`src/rtl/pacer_pkg.sv`:
```
// Package with the constants and carrier types of the pacer quadrature repeater.
package pacer_pkg;
    localparam int             SCALE_W     = 13;
    localparam logic [12:0]    SCALE_DEN   = 13'h1000;
    localparam logic [12:0]    SCALE_RST   = 13'h1000;
    localparam int             POS_W       = 32;
    localparam logic [31:0]    POS_RST     = 32'h00000000;
    localparam logic [1:0]     QUAD_RST    = 2'h0;

    // One quadrature pair, phase A and phase B.
    typedef struct packed {
        logic a;
        logic b;
    } quad_t;

    // Output source selection.
    typedef enum logic [1:0] {
        SRC_AUX   = 2'h1,
        SRC_MOTOR = 2'h2
    } src_t;
endpackage : pacer_pkg

```
`src/rtl/pacer_quadrature_repeater.sv`:
```
// Auxiliary quadrature decoder, gearing master and selectable quadrature repeater.
`timescale 1ns/1ps
`default_nettype none

// How it works
// Decode auxiliary A/B pair into a position count; A leading B counts down (CCW).
// Decoded auxiliary position and step pulses feed the gearing master outputs.
// Source select picks auxiliary pair or motor feedback for the output pair.
// Auxiliary source: input phases are redriven unchanged onto the output pair.
// Motor source: phases pass directly, or a scaled-down version is emitted.
// Scaled output counts equal motor counts times scale factor over 4096.
// Scale factors above 4096 are clamped, so resolution never rises.
// Scaling applies only to motor source; auxiliary repeat is never scaled.
// Accumulator tracks direction, so returning motor gives same output position.
// Configuring party supplies integer-ratio factors; no option in the logic enforces it.
// Add factor per motor count modulo 4096; step output state on each overflow.
module pacer_quadrature_repeater
(
    input  wire logic                            clk,          // 10 MHz clock.
    input  wire logic                            arst_n,       // Asynchronous reset, active low.
    input  wire pacer_pkg::quad_t                aux_in,       // Auxiliary pair aux_phase_a_in/aux_phase_b_in.
    input  wire logic                            aux_index_in, // Auxiliary once-per-rev index.
    input  wire pacer_pkg::quad_t                motor_in,     // Motor feedback quadrature pair.
    input  wire logic                            src_motor,    // High selects motor feedback as source.
    input  wire logic                            scale_en,     // High enables scaling of motor source.
    input  wire logic [pacer_pkg::SCALE_W-1:0]   scale_factor, // Numerator over 4096.
    output logic      [pacer_pkg::POS_W-1:0]     aux_pos,      // Decoded auxiliary position.
    output logic                                 aux_step,     // One-cycle pulse per auxiliary count.
    output logic                                 aux_dir_ccw,  // Direction of last auxiliary count.
    output logic                                 aux_index,    // Synchronised index level.
    output pacer_pkg::quad_t                     quad_out      // Quadrature output pair.
);

    logic                          rst_a_ff, rst_n_ff;
    pacer_pkg::quad_t              aux_s1_ff, aux_s2_ff, aux_prev_ff;
    pacer_pkg::quad_t              mot_s1_ff, mot_s2_ff, mot_prev_ff;
    logic                          idx_s1_ff;
    logic [1:0]                    scl_state_ff;
    logic [11:0]                   acc_ff;
    pacer_pkg::src_t               src_ff;
    logic                          aux_mv, aux_up, mot_mv, mot_up;
    logic [12:0]                   eff_scale;
    logic [12:0]                   acc_sum;
    logic                          acc_ovf;
    logic [12:0]                   acc_dif;
    logic                          acc_unf;
    logic [2:0]                    prime_ff;

    // Reset release through two flip-flops. The assertion of arst_n is seen at
    // once, while its release is retimed so every register below leaves reset on
    // the same clock edge, whatever the phase of the external reset.
    always_ff @(posedge clk or negedge arst_n)
    begin
        if (!arst_n)
        begin
            rst_a_ff <= 1'b0;
            rst_n_ff <= 1'b0;
        end
        else
        begin
            rst_a_ff <= 1'b1;
            rst_n_ff <= rst_a_ff;
        end
    end

    // Start-up guard. After reset the history stages hold 00 while the pins may sit
    // anywhere in the Gray cycle, so the first compare could invent one count on
    // each pair. Decode waits until three edges have loaded real pin samples into
    // both the second synchroniser stage and the previous-value stage.
    always_ff @(posedge clk or negedge rst_n_ff)
    begin
        if (!rst_n_ff)
            prime_ff <= 3'h0;
        else
            prime_ff <= {prime_ff[1:0], 1'b1};
    end

    // Pin synchronisers; only the second stage is read by logic.
    // The pins are asynchronous, so the first stage may go metastable; it gets a
    // whole clock period to settle before the second stage passes it on.
    always_ff @(posedge clk or negedge rst_n_ff)
    begin
        if (!rst_n_ff)
        begin
            aux_s1_ff   <= pacer_pkg::QUAD_RST;
            aux_s2_ff   <= pacer_pkg::QUAD_RST;
            aux_prev_ff <= pacer_pkg::QUAD_RST;
            mot_s1_ff   <= pacer_pkg::QUAD_RST;
            mot_s2_ff   <= pacer_pkg::QUAD_RST;
            mot_prev_ff <= pacer_pkg::QUAD_RST;
            idx_s1_ff   <= 1'b0;
            aux_index   <= 1'b0;
        end
        else
        begin
            aux_s1_ff   <= aux_in;
            aux_s2_ff   <= aux_s1_ff;
            aux_prev_ff <= aux_s2_ff;
            mot_s1_ff   <= motor_in;
            mot_s2_ff   <= mot_s1_ff;
            mot_prev_ff <= mot_s2_ff;
            idx_s1_ff   <= aux_index_in;
            aux_index   <= idx_s1_ff;
        end
    end

    // Quadrature step decode, X4. Up means B leading A (CW); A leading B counts down.
    // Over one legal step exactly one phase flips, so the direction is the old A
    // against the new B: equal for a down step, different for an up step.
    // A double transition is an illegal jump and is ignored rather than guessed.
    // Pin edges closer than one clock apart may merge into one such illegal jump.
    // Nothing is decoded until prime_ff shows that both history stages hold pin samples.
    always_comb
    begin
        aux_mv = prime_ff[2] & ((aux_s2_ff.a ^ aux_prev_ff.a) ^ (aux_s2_ff.b ^ aux_prev_ff.b));
        aux_up = aux_prev_ff.a ^ aux_s2_ff.b;
        mot_mv = prime_ff[2] & ((mot_s2_ff.a ^ mot_prev_ff.a) ^ (mot_s2_ff.b ^ mot_prev_ff.b));
        mot_up = mot_prev_ff.a ^ mot_s2_ff.b;
    end

    // Auxiliary position count and step pulses used as the gearing master.
    // The follower logic may take either the running count or the step and
    // direction pair. The count wraps silently at its width; a follower must
    // work on differences, not on absolute values, across a long run.
    // The step pulse and the new count appear on the same edge.
    always_ff @(posedge clk or negedge rst_n_ff)
    begin
        if (!rst_n_ff)
        begin
            aux_pos     <= pacer_pkg::POS_RST;
            aux_step    <= 1'b0;
            aux_dir_ccw <= 1'b0;
        end
        else
        begin
            aux_step <= aux_mv;
            if (aux_mv)
            begin
                aux_dir_ccw <= ~aux_up;
                aux_pos     <= aux_up ? aux_pos + 32'h00000001 : aux_pos - 32'h00000001;
            end
        end
    end

    // Source selection register. The select is registered once so that the
    // output multiplexer never sees a half-changed choice; a switch of source
    // may produce one jump of the output pair, which downstream must tolerate.
    // The select should therefore only be changed while followers are idle.
    always_ff @(posedge clk or negedge rst_n_ff)
    begin
        if (!rst_n_ff)
            src_ff <= pacer_pkg::SRC_AUX;
        else
            src_ff <= src_motor ? pacer_pkg::SRC_MOTOR : pacer_pkg::SRC_AUX;
    end

    // Scale factor is clamped to the denominator so resolution can only drop.
    // Any factor up to the denominator is accepted. Keeping the output count
    // per revolution a whole number is left to whoever sets the factor, since
    // only it knows the motor resolution.
    always_comb
    begin
        eff_scale = (scale_factor > pacer_pkg::SCALE_DEN) ? pacer_pkg::SCALE_DEN : scale_factor;
        acc_sum   = {1'b0, acc_ff} + eff_scale;
        acc_ovf   = acc_sum[12];
        acc_dif   = {1'b0, acc_ff} - eff_scale;
        acc_unf   = acc_dif[12];
    end

    // Scaling accumulator. Counting down undoes counting up exactly, so the
    // output position depends only on the motor position, not on the path.
    // With a factor that does not divide evenly the output drifts slowly against
    // the motor in one direction of travel; that drift is inherent, not lost counts.
    always_ff @(posedge clk or negedge rst_n_ff)
    begin
        if (!rst_n_ff)
        begin
            acc_ff       <= 12'h000;
            scl_state_ff <= 2'h0;
        end
        else if (mot_mv)
        begin
            if (mot_up)
            begin
                acc_ff <= acc_sum[11:0];
                if (acc_ovf)
                    scl_state_ff <= scl_state_ff + 2'h1;
            end
            else
            begin
                acc_ff <= acc_dif[11:0];
                if (acc_unf)
                    scl_state_ff <= scl_state_ff - 2'h1;
            end
        end
    end

    // Output pair. Gray walk 00,01,11,10 steps B before A for up counts.
    // Each branch is a single register load, so the pair changes on one edge
    // and a downstream decoder never sees a transient third state.
    always_ff @(posedge clk or negedge rst_n_ff)
    begin
        if (!rst_n_ff)
            quad_out <= pacer_pkg::QUAD_RST;
        else
        begin
            case (src_ff)
                pacer_pkg::SRC_AUX:
                    quad_out <= aux_s2_ff;
                pacer_pkg::SRC_MOTOR:
                    if (scale_en)
                        quad_out <= {scl_state_ff[1], ^scl_state_ff};
                    else
                        quad_out <= mot_s2_ff;
                default:
                    quad_out <= pacer_pkg::QUAD_RST;
            endcase
        end
    end

endmodule : pacer_quadrature_repeater

`default_nettype wire

```
`config.mk`:
```
export PLATFORM = sky130hd
export DESIGN_NAME = pacer_quadrature_repeater
export DESIGN_NICKNAME = d
export VERILOG_FILES = /design/src/rtl/pacer_pkg.sv /design/src/rtl/pacer_quadrature_repeater.sv
export SDC_FILE = /design/constraint.sdc
export NUM_CORES = 1
export LEC_CHECK = 0
export BUFFER_PORTS_ARGS = -buffer_cell sky130_fd_sc_hd__buf_2
export CORE_MARGIN = 1
export CORE_UTILIZATION = 40
export DETAILED_ROUTE_END_ITERATION = 10
export SYNTH_ARGS = -nofsm -noshare
export SYNTH_HDL_FRONTEND = slang
export SYNTH_SLANG_ARGS = --single-unit
```
`constraint.sdc`:
```
create_clock -name clk -period 2.27 [get_ports clk]
set_clock_uncertainty 0.1 [all_clocks]
set_input_delay 0.3405 -clock clk [delete_from_list [all_inputs] [get_ports clk]]
set_output_delay 0.3405 -clock clk [all_outputs]
set_load 0.05 [all_outputs]
```
# Word level (Yosys, flattened, before mapping)
# Index checks and enable logic that the tools add are counted.
# word_totals
ff_bits,71
inputBits,22
output_inout_bits,37
word_cells,58
# op_classes
addsub,6
order_cmp,1
eq_ne,3
mux,9
bitwise_logic,11
n_reduce_logical,3
# op_table
op,n
$add 32x1->32 const B,1
$mux 32,1
$sub 32x1->32 const B,1
$add 12x13->13,1
$gt 13x13->1 const B,1
$mux 13,1
$sub 12x13->13,1
$mux 12,1
$mux 2,5
$xor 1x1->1,8
$pmux 2 s2,1
$reduce_and 3->1,1
$add 2x1->2 const B,1
$and 1x1->1,2
$eq 2x1->1 const B,1
$eq 2x2->1 const B,1
$ne 2x1->1 const B,1
$reduce_bool 2->1,1
$reduce_xor 2->1,1
$sub 2x1->2 const B,1
$not 1->1,1

# Logic depth before layout (Yosys ltp)
# Gate-level depths: netlist of the first run.
# depth
word_depth,5
depth_mapped,13
mapped_depth_nobuf,12

# Worst setup path before layout of the first run
# OpenSTA, ideal clock, no wires.
# synth_timing
path_kind,register to register
startpoint,register aux_s2_ff[0] (netlist bit)
endpoint,register aux_pos[31] (netlist bit)
setup_time_ns,0.143
arrival_time_ns,3.311
required_time_ns,2.027
slack_ns,-1.284
stages_incl_launch_ff,12
n_path_buf,0
period_less_slack_ns,3.554
path_cell_list,dfrtp_1 -> xor2_1 -> inv_1 -> ha_1 -> a21o_1 -> a21oi_2 -> a21oi_2 -> o32a_4 -> a211oi_4 -> nor3_1 -> a211o_1 -> xor2_1
# synth_between
elab_chain_len,3
elab_cells_between_ends,5
cone_classes,1 x mux; 4 x bitwise
# synth_lines
item,line_no,rtl
start: declaration,pacer_quadrature_repeater.sv:35,"pacer_pkg::quad_t aux_s1_ff, aux_s2_ff, aux_prev_ff;"
start signal: assignment,pacer_quadrature_repeater.sv:86,aux_s2_ff <= pacer_pkg::QUAD_RST;
start signal: assignment,pacer_quadrature_repeater.sv:97,aux_s2_ff <= aux_s1_ff;
$xor 1x1->1 (2 in series),pacer_quadrature_repeater.sv:115,aux_mv = prime_ff[2] & ((aux_s2_ff.a ^ aux_prev_ff.a) ^ (aux_s2_ff.b ^ aux_prev_ff.b));
$and 1x1->1,pacer_quadrature_repeater.sv:115,
end signal: assignment,pacer_quadrature_repeater.sv:130,aux_pos <= pacer_pkg::POS_RST;
end signal: assignment,pacer_quadrature_repeater.sv:140,aux_pos <= aux_up ? aux_pos + 32'h00000001 : aux_pos - 32'h00000001;
end: declaration,pacer_quadrature_repeater.sv:27,"output logic [pacer_pkg::POS_W-1:0] aux_pos,"
# Parallel ways exist; a longest one is shown, timed or not.
# A chain may end at the register's enable or synchronous reset.

# Worst setup path after layout of the first run
# layout_timing
startpoint,register aux_s2_ff[0] (netlist bit)
endpoint,register aux_pos[21] (netlist bit)
# The elaborated chain is that of the path after synthesis.

==> run summary, run 1 <==
The period utilization is 1.33, and the sequential cell area is 1780 um2. Averaged over all synthesized cells, the footprint is 8.72 um2. The signal on the critical path passes through xor2_4 > clkinvlp_4 > buf_12 > ha_1 > a21o_1 > nand4_1 > a21oi_2 > buf_4 > a211o_4 > a21bo_4 > a21boi_4 > xor2_1 > o21ai_1. TritonCTS built the clock tree. The post-route cell area is 8560 um2, and the largest net degree at the start of global routing is 67. At the worst endpoint, the required time is 2.40 ns. The worst max-slew margin expressed relative to the limit was 0.668; the width of the die was 118 um.

Summed over all layers, the global routing overflow is 0. The cell with the largest stage delay on the worst path is dfrtp_2. The die height works out to 118 um.

Across the run, the number of max-cap violations was 0. The setup-violating endpoint count in the final report was 33. Hold timing on the final database bottoms out at a slack of 0.0146 ns. The repair_antennas step left the layout with diodes totalling 0. For this run, the detailed router's first-pass iteration total came to 4. Synthesis produced 617 cells.

Number of enable-type register cells in the synthesized netlist: 0. The count of boundary I/O pins is 59. The count of clock tree sinks was 71.

Synthesis-stage register bit count: 71. The share of flip-flops with an asynchronous set or reset after synthesis is 1.00. Final number of max-transition violations: 0. For this design the ratio of total power to cell area is 1550 nW/um2. Timing analysis after detailed placement gives a worst setup slack of -0.804 ns. The logs give 0.418 for the initial core utilization and 0 for the number of hold-slack violations in the final timing report. The final reports fail on negative setup slack. Share of final-layout standard cells stronger than drive strength 1: 0.458.

The worst setup path is of the flop to flop kind. dfrtp_1 takes more of the synthesized area than any other cell. The number of inserted filler cells in the final layout is 1038, and the largest voltage drop on the vdd net is 1.01 mV. The placeable core area is 12900 um2, and the routed wire length is 16300 um. The run gives 0.665 as the core utilization of the finished layout. The vias after detailed routing is 5466, and the global-route wire length before repair is 26000 um. The commonest cells after synthesis are nand2_1 (71), dfrtp_1 (70), o21ai_0 (67). The tools report the part of the Yosys area used for sequential elements as 0.331. The run gives 0 as the detailed-route DRC error count. Sorting the synthesized cells by area gives the leading types as dfrtp_1 (33%), ha_1 (13%), o21ai_0 (6.2%). By instance count, the leading cell after synthesis is nand2_1. The worst setup path is launched from a flop. Among all flip-flop cells after synthesis, the most frequent one is dfrtp_1. Summing all multi-input logic gate instances after layout gives 4190 um2.

Counting I/O delays and the setup requirement, the final critical path takes 3.03 ns. In this run the worst path has a maximum fanout of 20. The tools report the instance area at placement as 7340 um2.

The area share of the leading cell type in the synthesized netlist was 0.326. Setup repair after global routing could not meet its margin everywhere. Routability-driven placement finished with a final weighted congestion of 0.916.

Summed over all failing endpoints, the final setup total negative slack is -15.67 ns. The final standard cell count with taps included and fillers excluded was 1050; the synthesized cell area was 5380 um2. The port buffer count was 58.

The design draws 13.3 mW. The type of the worst min-delay path is input pin to flop. The floorplan has 41 rows. The run finished, with violations left.

Clock tree synthesis inserted a total of 9 buffers. The Yosys step of the flow raised 0 warnings. Summed over all nets, the half-perimeter wirelength after detailed placement is 11300 um. Overall die area: 13900 um2. Counting distinct cell types in the post-synthesis netlist gives 61. The average wire length per cell after detail routing is 15.6 um, and the insertion delay to the later sink of the worst-skew pair is 0.36 ns.

The number of global-route vias before repair came out at 5494. The buffer cell driving the clock tree root is clkbuf_16. Broken down by cell family, the worst path's largest delay share belongs to compound AO/OA/AOI/OAI gates. After clock tree synthesis, the clock-pin slew on the worst setup and hold paths is 0.06 ns.

The number of buffers and inverters on the critical path is 3. From synthesis to final layout, the design area changed by 59.1%. The H-tree was split into 3 levels. For the number of antenna violations at the first check in global routing, the log shows 0. The run gives -0.757 ns as the worst-case setup margin in the final layout. The run gives 220 as the initial DRC count. The worst setup path is captured at a flop.

Including well taps, the total number of placed cells is 1013. The highest cell delay on the worst timing path is 0.44 ns, and the final net count is 955. STA puts the critical path data arrival time at 3.16 ns. After detailed routing, the number of vias per cell comes to 5.21. For this design the static power due to leakage is 4.08 nW. For the total routing usage reported by global routing, the log shows 0.230.

The clock passes through at most 2 buffers. The maximum achievable frequency was 0.330 GHz; the transition at the pin with the smallest max-transition slack was 0.494 ns. The number of nets with antenna violations after detailed routing is 0.
==> state kept, by name, indices dropped and copies added (netlist names) <==
register,cells
aux_step,1
mot_s1_ff,2
aux_s1_ff,2
aux_prev_ff,2
mot_prev_ff,2
scl_state_ff,2
prime_ff,3
aux_pos,32
src_ff,2
rst_a_ff,1
acc_ff,12
idx_s1_ff,1
rst_n_ff,1
aux_index,1
mot_s2_ff,2
quad_out,2
aux_dir_ccw,1
aux_s2_ff,2
==> cell type report <==
type,count,share of cell area
multi-input cells,492,0.489
clock inverters,6,0.00848
inverters,36,0.0162
clock buffers,10,0.0279
repair buffers,263,0.225
flip-flops and latches,71,0.208
well taps,172,0.0251
==> per-layer routing <==
metal	global-route usage	wire length, um	vias up
li1	-	-	2716
met1	0.307	7540	2601
met2	0.368	7820	114
met3	0.0344	566	35
met4	0.100	420	0
met5	0	0	-
==> kinds of logic (layout without fill, tap and decap cells) <==
group / Yosys count / count (layout) / synth area share
buffers and inverters: 55 / 315 / 0.0412
flip-flops: 71 / 71 / 0.331
adder cells (fa/ha/maj): 60 / 60 / 0.144
AO/OA/AOI/OAI: 200 / 200 / 0.238
multiplexers: 6 / 6 / 0.0119
AND/OR/NAND/NOR: 176 / 176 / 0.156
other: 1 / 2 / 0.000697
XOR/XNOR: 48 / 48 / 0.0782
==> where the power goes <==
| part | switching, mW | internal, mW |
|---|---|---|
| Clock | 0.637 | 0.898 |
| Combinational | 4.95 | 4.64 |
| Sequential | 0.428 | 1.70 |
==> placed cells by master (no fill, tap or decap), types with 5 or more instances in the layout <==
| cell | netlist | routed |
|---|---|---|
| ha_1 | 57 | 28 |
| buf_4 | 0 | 183 |
| xnor2_1 | 26 | 19 |
| a21o_1 | 15 | 15 |
| clkbuf_16 | 0 | 9 |
| o21ai_0 | 67 | 35 |
| nand2_1 | 71 | 69 |
| o21ai_1 | 4 | 27 |
| o21ai_2 | 0 | 9 |
| inv_1 | 36 | 33 |
| nor2_1 | 29 | 24 |
| or3_1 | 6 | 5 |
| dlygate4sd3_1 | 0 | 7 |
| buf_6 | 1 | 14 |
| nand2b_1 | 15 | 11 |
| xor2_1 | 22 | 20 |
| dfrtp_1 | 70 | 68 |
| nand4_1 | 8 | 8 |
| a21oi_2 | 2 | 11 |
| ha_4 | 0 | 25 |
| a21oi_1 | 43 | 34 |
| o21a_1 | 12 | 11 |
| buf_2 | 5 | 57 |
| xnor2_2 | 0 | 7 |
| nor3_1 | 14 | 12 |
==> timing repair <==
| item | CTS | global route |
|---|---|---|
| endpoints found under the setup margin | 34 | 38 |
| gates cloned | 0 | 0 |
| buffers inserted | 4 | 12 |
| hold endpoints to repair | 10 | 0 |
| resized for setup | 52 | 108 |
| hold buffers | 7 | 0 |
| pin swaps | 21 | 43 |
==> path summary, 6_finish.rpt <==
check	startpoint	endpoint	slack, ns	cells past startpoint
worst max-delay path	aux_s2_ff[0]	aux_pos[21]	-0.76	13
worst min-delay path	src_motor	src_ff[0]	0.01	2
worst max register to register	aux_s2_ff[0]	aux_pos[21]	-0.76	13
worst min register to register	rst_n_ff	acc_ff[2]	0.19	1
max in group asynchronous	rst_n_ff	aux_index	1.36	1
min in group asynchronous	rst_n_ff	acc_ff[2]	0.19	1
No activity file was read; power rests on OpenSTA's default activity.
==> inputs of run 2 (changes only) <==
- CAP_MARGIN: not set -> 5
- GPL_TIMING_DRIVEN: not set -> 0
==> run 2 against run 1 <==
The flow still finishes with violations (negative setup slack); non-clock buffer count is 130 lower; routed wire length is 6.6% lower; power is 14% lower; cell count is 12% lower; critical path type unchanged; final area is 13% lower; fmax is 3.4% lower.
==> run summary, run 2 (synthesized netlist as in run 1, its figures left out) <==
The register with the most flip-flops in the layout has 32 of them. Setup repair after global routing could not meet its margin everywhere. The run gives 3.38 nW as the static leakage. The tools report the initial DRC count as 272. Summed over all layers, the global routing overflow is 0. Clock tree synthesis selected as its root buffer the cell clkbuf_16. The run gives -0.865 ns as the worst-case setup margin in the final layout. The tools report the number of global-route vias before repair as 4999.

The flow ran to the end, but the final reports show violations. In the layout the commonest cells are nand2_1 (70), dfrtp_1 (67), buf_2 (58), o21ai_0 (41), buf_4 (38). The tree built by TritonCTS fans out to 71 sinks. The global-route wire length before repair was 24800 um. CTS built an H-tree with a depth of 3.

The HPWL after detailed placement is 9720 um. For the setup-violating endpoint count in the final report, the log shows 34. Worst reg2reg path startpoint: aux_prev_ff[1]. The leading cell type in the layout, fill and taps excluded is nand2_1.

Summed over all failing endpoints, the final setup total negative slack is -19.72 ns. In this run the remaining antenna-violating nets after routing total 0. The initial core utilization was 0.418; the power per cell area was 1520 nW/um2. Growth of design area from synthesis to finish: 39.2%. Measured along the y axis, the die boundary spans 118 um. Of all nets on the critical path, the largest fanout is 12. The period utilization was 1.38; the final net count was 826. In the final layout, the registers with the most flip-flops are aux_pos (32), acc_ff (12), prime_ff (3). STA puts the critical path data arrival time at 3.24 ns.

The number of inserted filler cells in the final layout was 1117; the area of the multi-input gates was 4060 um2. For the finished layout, the period the worst path requires is 3.14 ns. For this run, the slowest stage of the critical path takes 0.44 ns. The tools report the kind of end point of the critical path as a flop. Tracing the worst setup path back leads to its startpoint at aux_prev_ff[1].

The run gives 849 as the number of instances in the placed design. Kind of critical path: flop to flop. TritonCTS created 9 clock buffers. After detailed routing, the average wire length per cell comes to 16.6 um. In this run the most critical hold path is launched from src_motor.

The largest net degree at the start of global routing is 57, and the maximum achievable frequency is 0.319 GHz. The overall die area was 13900 um2; the vias per cell was 5.52. The diode insertion count for antenna repair was 0; the placeable core area was 12900 um2. At the end of routability-driven placement, the weighted congestion stood at 0.884. The run gives 59 as the count of boundary I/O pins. After detailed routing, the number of remaining DRC violations is 0. The port buffer count works out to 58. The tools report the routed wire length as 15300 um.

The sequential cells in the finished layout cover a total of 1780 um2. STA classifies the critical path startpoint as a flop. The critical path goes through xor2_4 > clkinvlp_4 > buf_8 > ha_1 > buf_8 > and3_4 > and2_4 > a21o_1 > a211o_2 > a21bo_1 > a21boi_2 > xor2_1 > o21ai_1. The kind of cell with the highest combined delay along the critical path is compound AO/OA/AOI/OAI gates. The run gives 41 as the number of cell rows. The final number of max-transition violations came out at 0. TritonCTS built the clock tree. The final standard cell count with taps included and fillers excluded came out at 921.

In this run the deepest clock path goes through 2 buffers. The final reports fail on negative setup slack. The share of final-layout standard cells stronger than drive strength 1 is 0.339. After clock tree synthesis, the clock-pin slew on the worst setup and hold paths is 0.06 ns. For this run, the detailed router's first-pass iteration total came to 5.

The worst max-slew margin expressed relative to the limit was 0.627; the total routing usage reported by global routing was 0.221. The run gives 5083 as the vias after detailed routing. Width of the die: 118 um. The critical path buffer and inverter count came out at 3. The register bank with the most flops is aux_pos. Largest voltage drop on the vdd net: 1.01 mV. The number of hold-slack violations in the final timing report was 0. The run gives 2.37 ns as the required time reported for the critical path endpoint. The most frequent cell on the critical path is buf_8.

The largest individual stage delay along the critical path comes from the cell dfrtp_2. At the pin with the least slew margin, the transition time is 0.559 ns. The type of the worst min-delay path is input pin to flop. The clock reaches the later pin of the worst-skew pair after 0.34 ns. Across the run, the number of max-cap violations was 0.

For the number of antenna violations at the first check in global routing, the log shows 0.
[run 2: final timing paths]
kind	endpoint	slack, ns	cells after the start
max	aux_pos[21]	-0.87	13
min	src_ff[0]	0.03	2
max reg2reg	aux_pos[21]	-0.87	13
min reg2reg	acc_ff[1]	0.09	0
max in group asynchronous	src_ff[0]	1.40	1
min in group asynchronous	acc_ff[1]	0.09	0
[run 2: area by class of cell]
class,count,share of cell area
plain buffers,16,0.0177
clock buffers,10,0.0306
clock inverters,6,0.00970
inverters,36,0.0186
multi-input cells,492,0.543
flip-flops and latches,71,0.238
well taps,172,0.0288
repair buffers,117,0.113
repair inverters,1,0.00100
[run 2: where the power goes]
part / internal, mW / switching (mW) / total, mW
combinational: 3.29 / 4.42 / 7.71
clock: 0.860 / 0.612 / 1.47
sequential: 1.70 / 0.461 / 2.16
[run 2: repair_timing]
item | 4_1_cts | 5_1_grt
hold endpoints to repair | 7 | 0
endpoints found under the setup margin | 44 | 46
resized for setup | 105 | 55
gates cloned | 2 | 0
buffers inserted | 37 | 15
pin swaps | 28 | 40
hold buffers | 6 | 0
[run 2: layer usage]
metal,global-route usage,up-vias,part of all wire
met5,0,-,0
met4,0.0921,0,0.022
met1,0.300,2431,0.45
met3,0.0402,26,0.061
met2,0.346,169,0.46
li1,-,2457,-
[run 2: worst reg2reg max path, stage by stage, from the launching register on]
cell        delay, ns
dfrtp_2          0.44
xor2_4           0.22
clkinvlp_4       0.14
buf_8            0.16
ha_1             0.31
buf_8            0.14
and3_4           0.17
and2_4           0.16
a21o_1           0.16
a211o_2          0.30
a21bo_1          0.22
a21boi_2         0.23
xor2_1           0.17
o21ai_1          0.08
[run 2: through the flow]
stage / cell area, um2 / power [mW] / hold WS [ns] / utilization / setup slack, ns
after floorplan: 5520 / 6.89 / -0.0551 / - / -1.17
after CTS: 7190 / 10.8 / 0.0123 / 0.558 / -0.834
final: 7480 / 11.3 / 0.0288 / 0.581 / -0.865
after global routing: 7480 / 12.1 / 0.0202 / 0.581 / -0.993
after detailed placement: 6060 / 8.16 / 0.0280 / 0.471 / -1.86
after global placement: 6030 / 8.02 / 0.0255 / 0.468 / -1.78
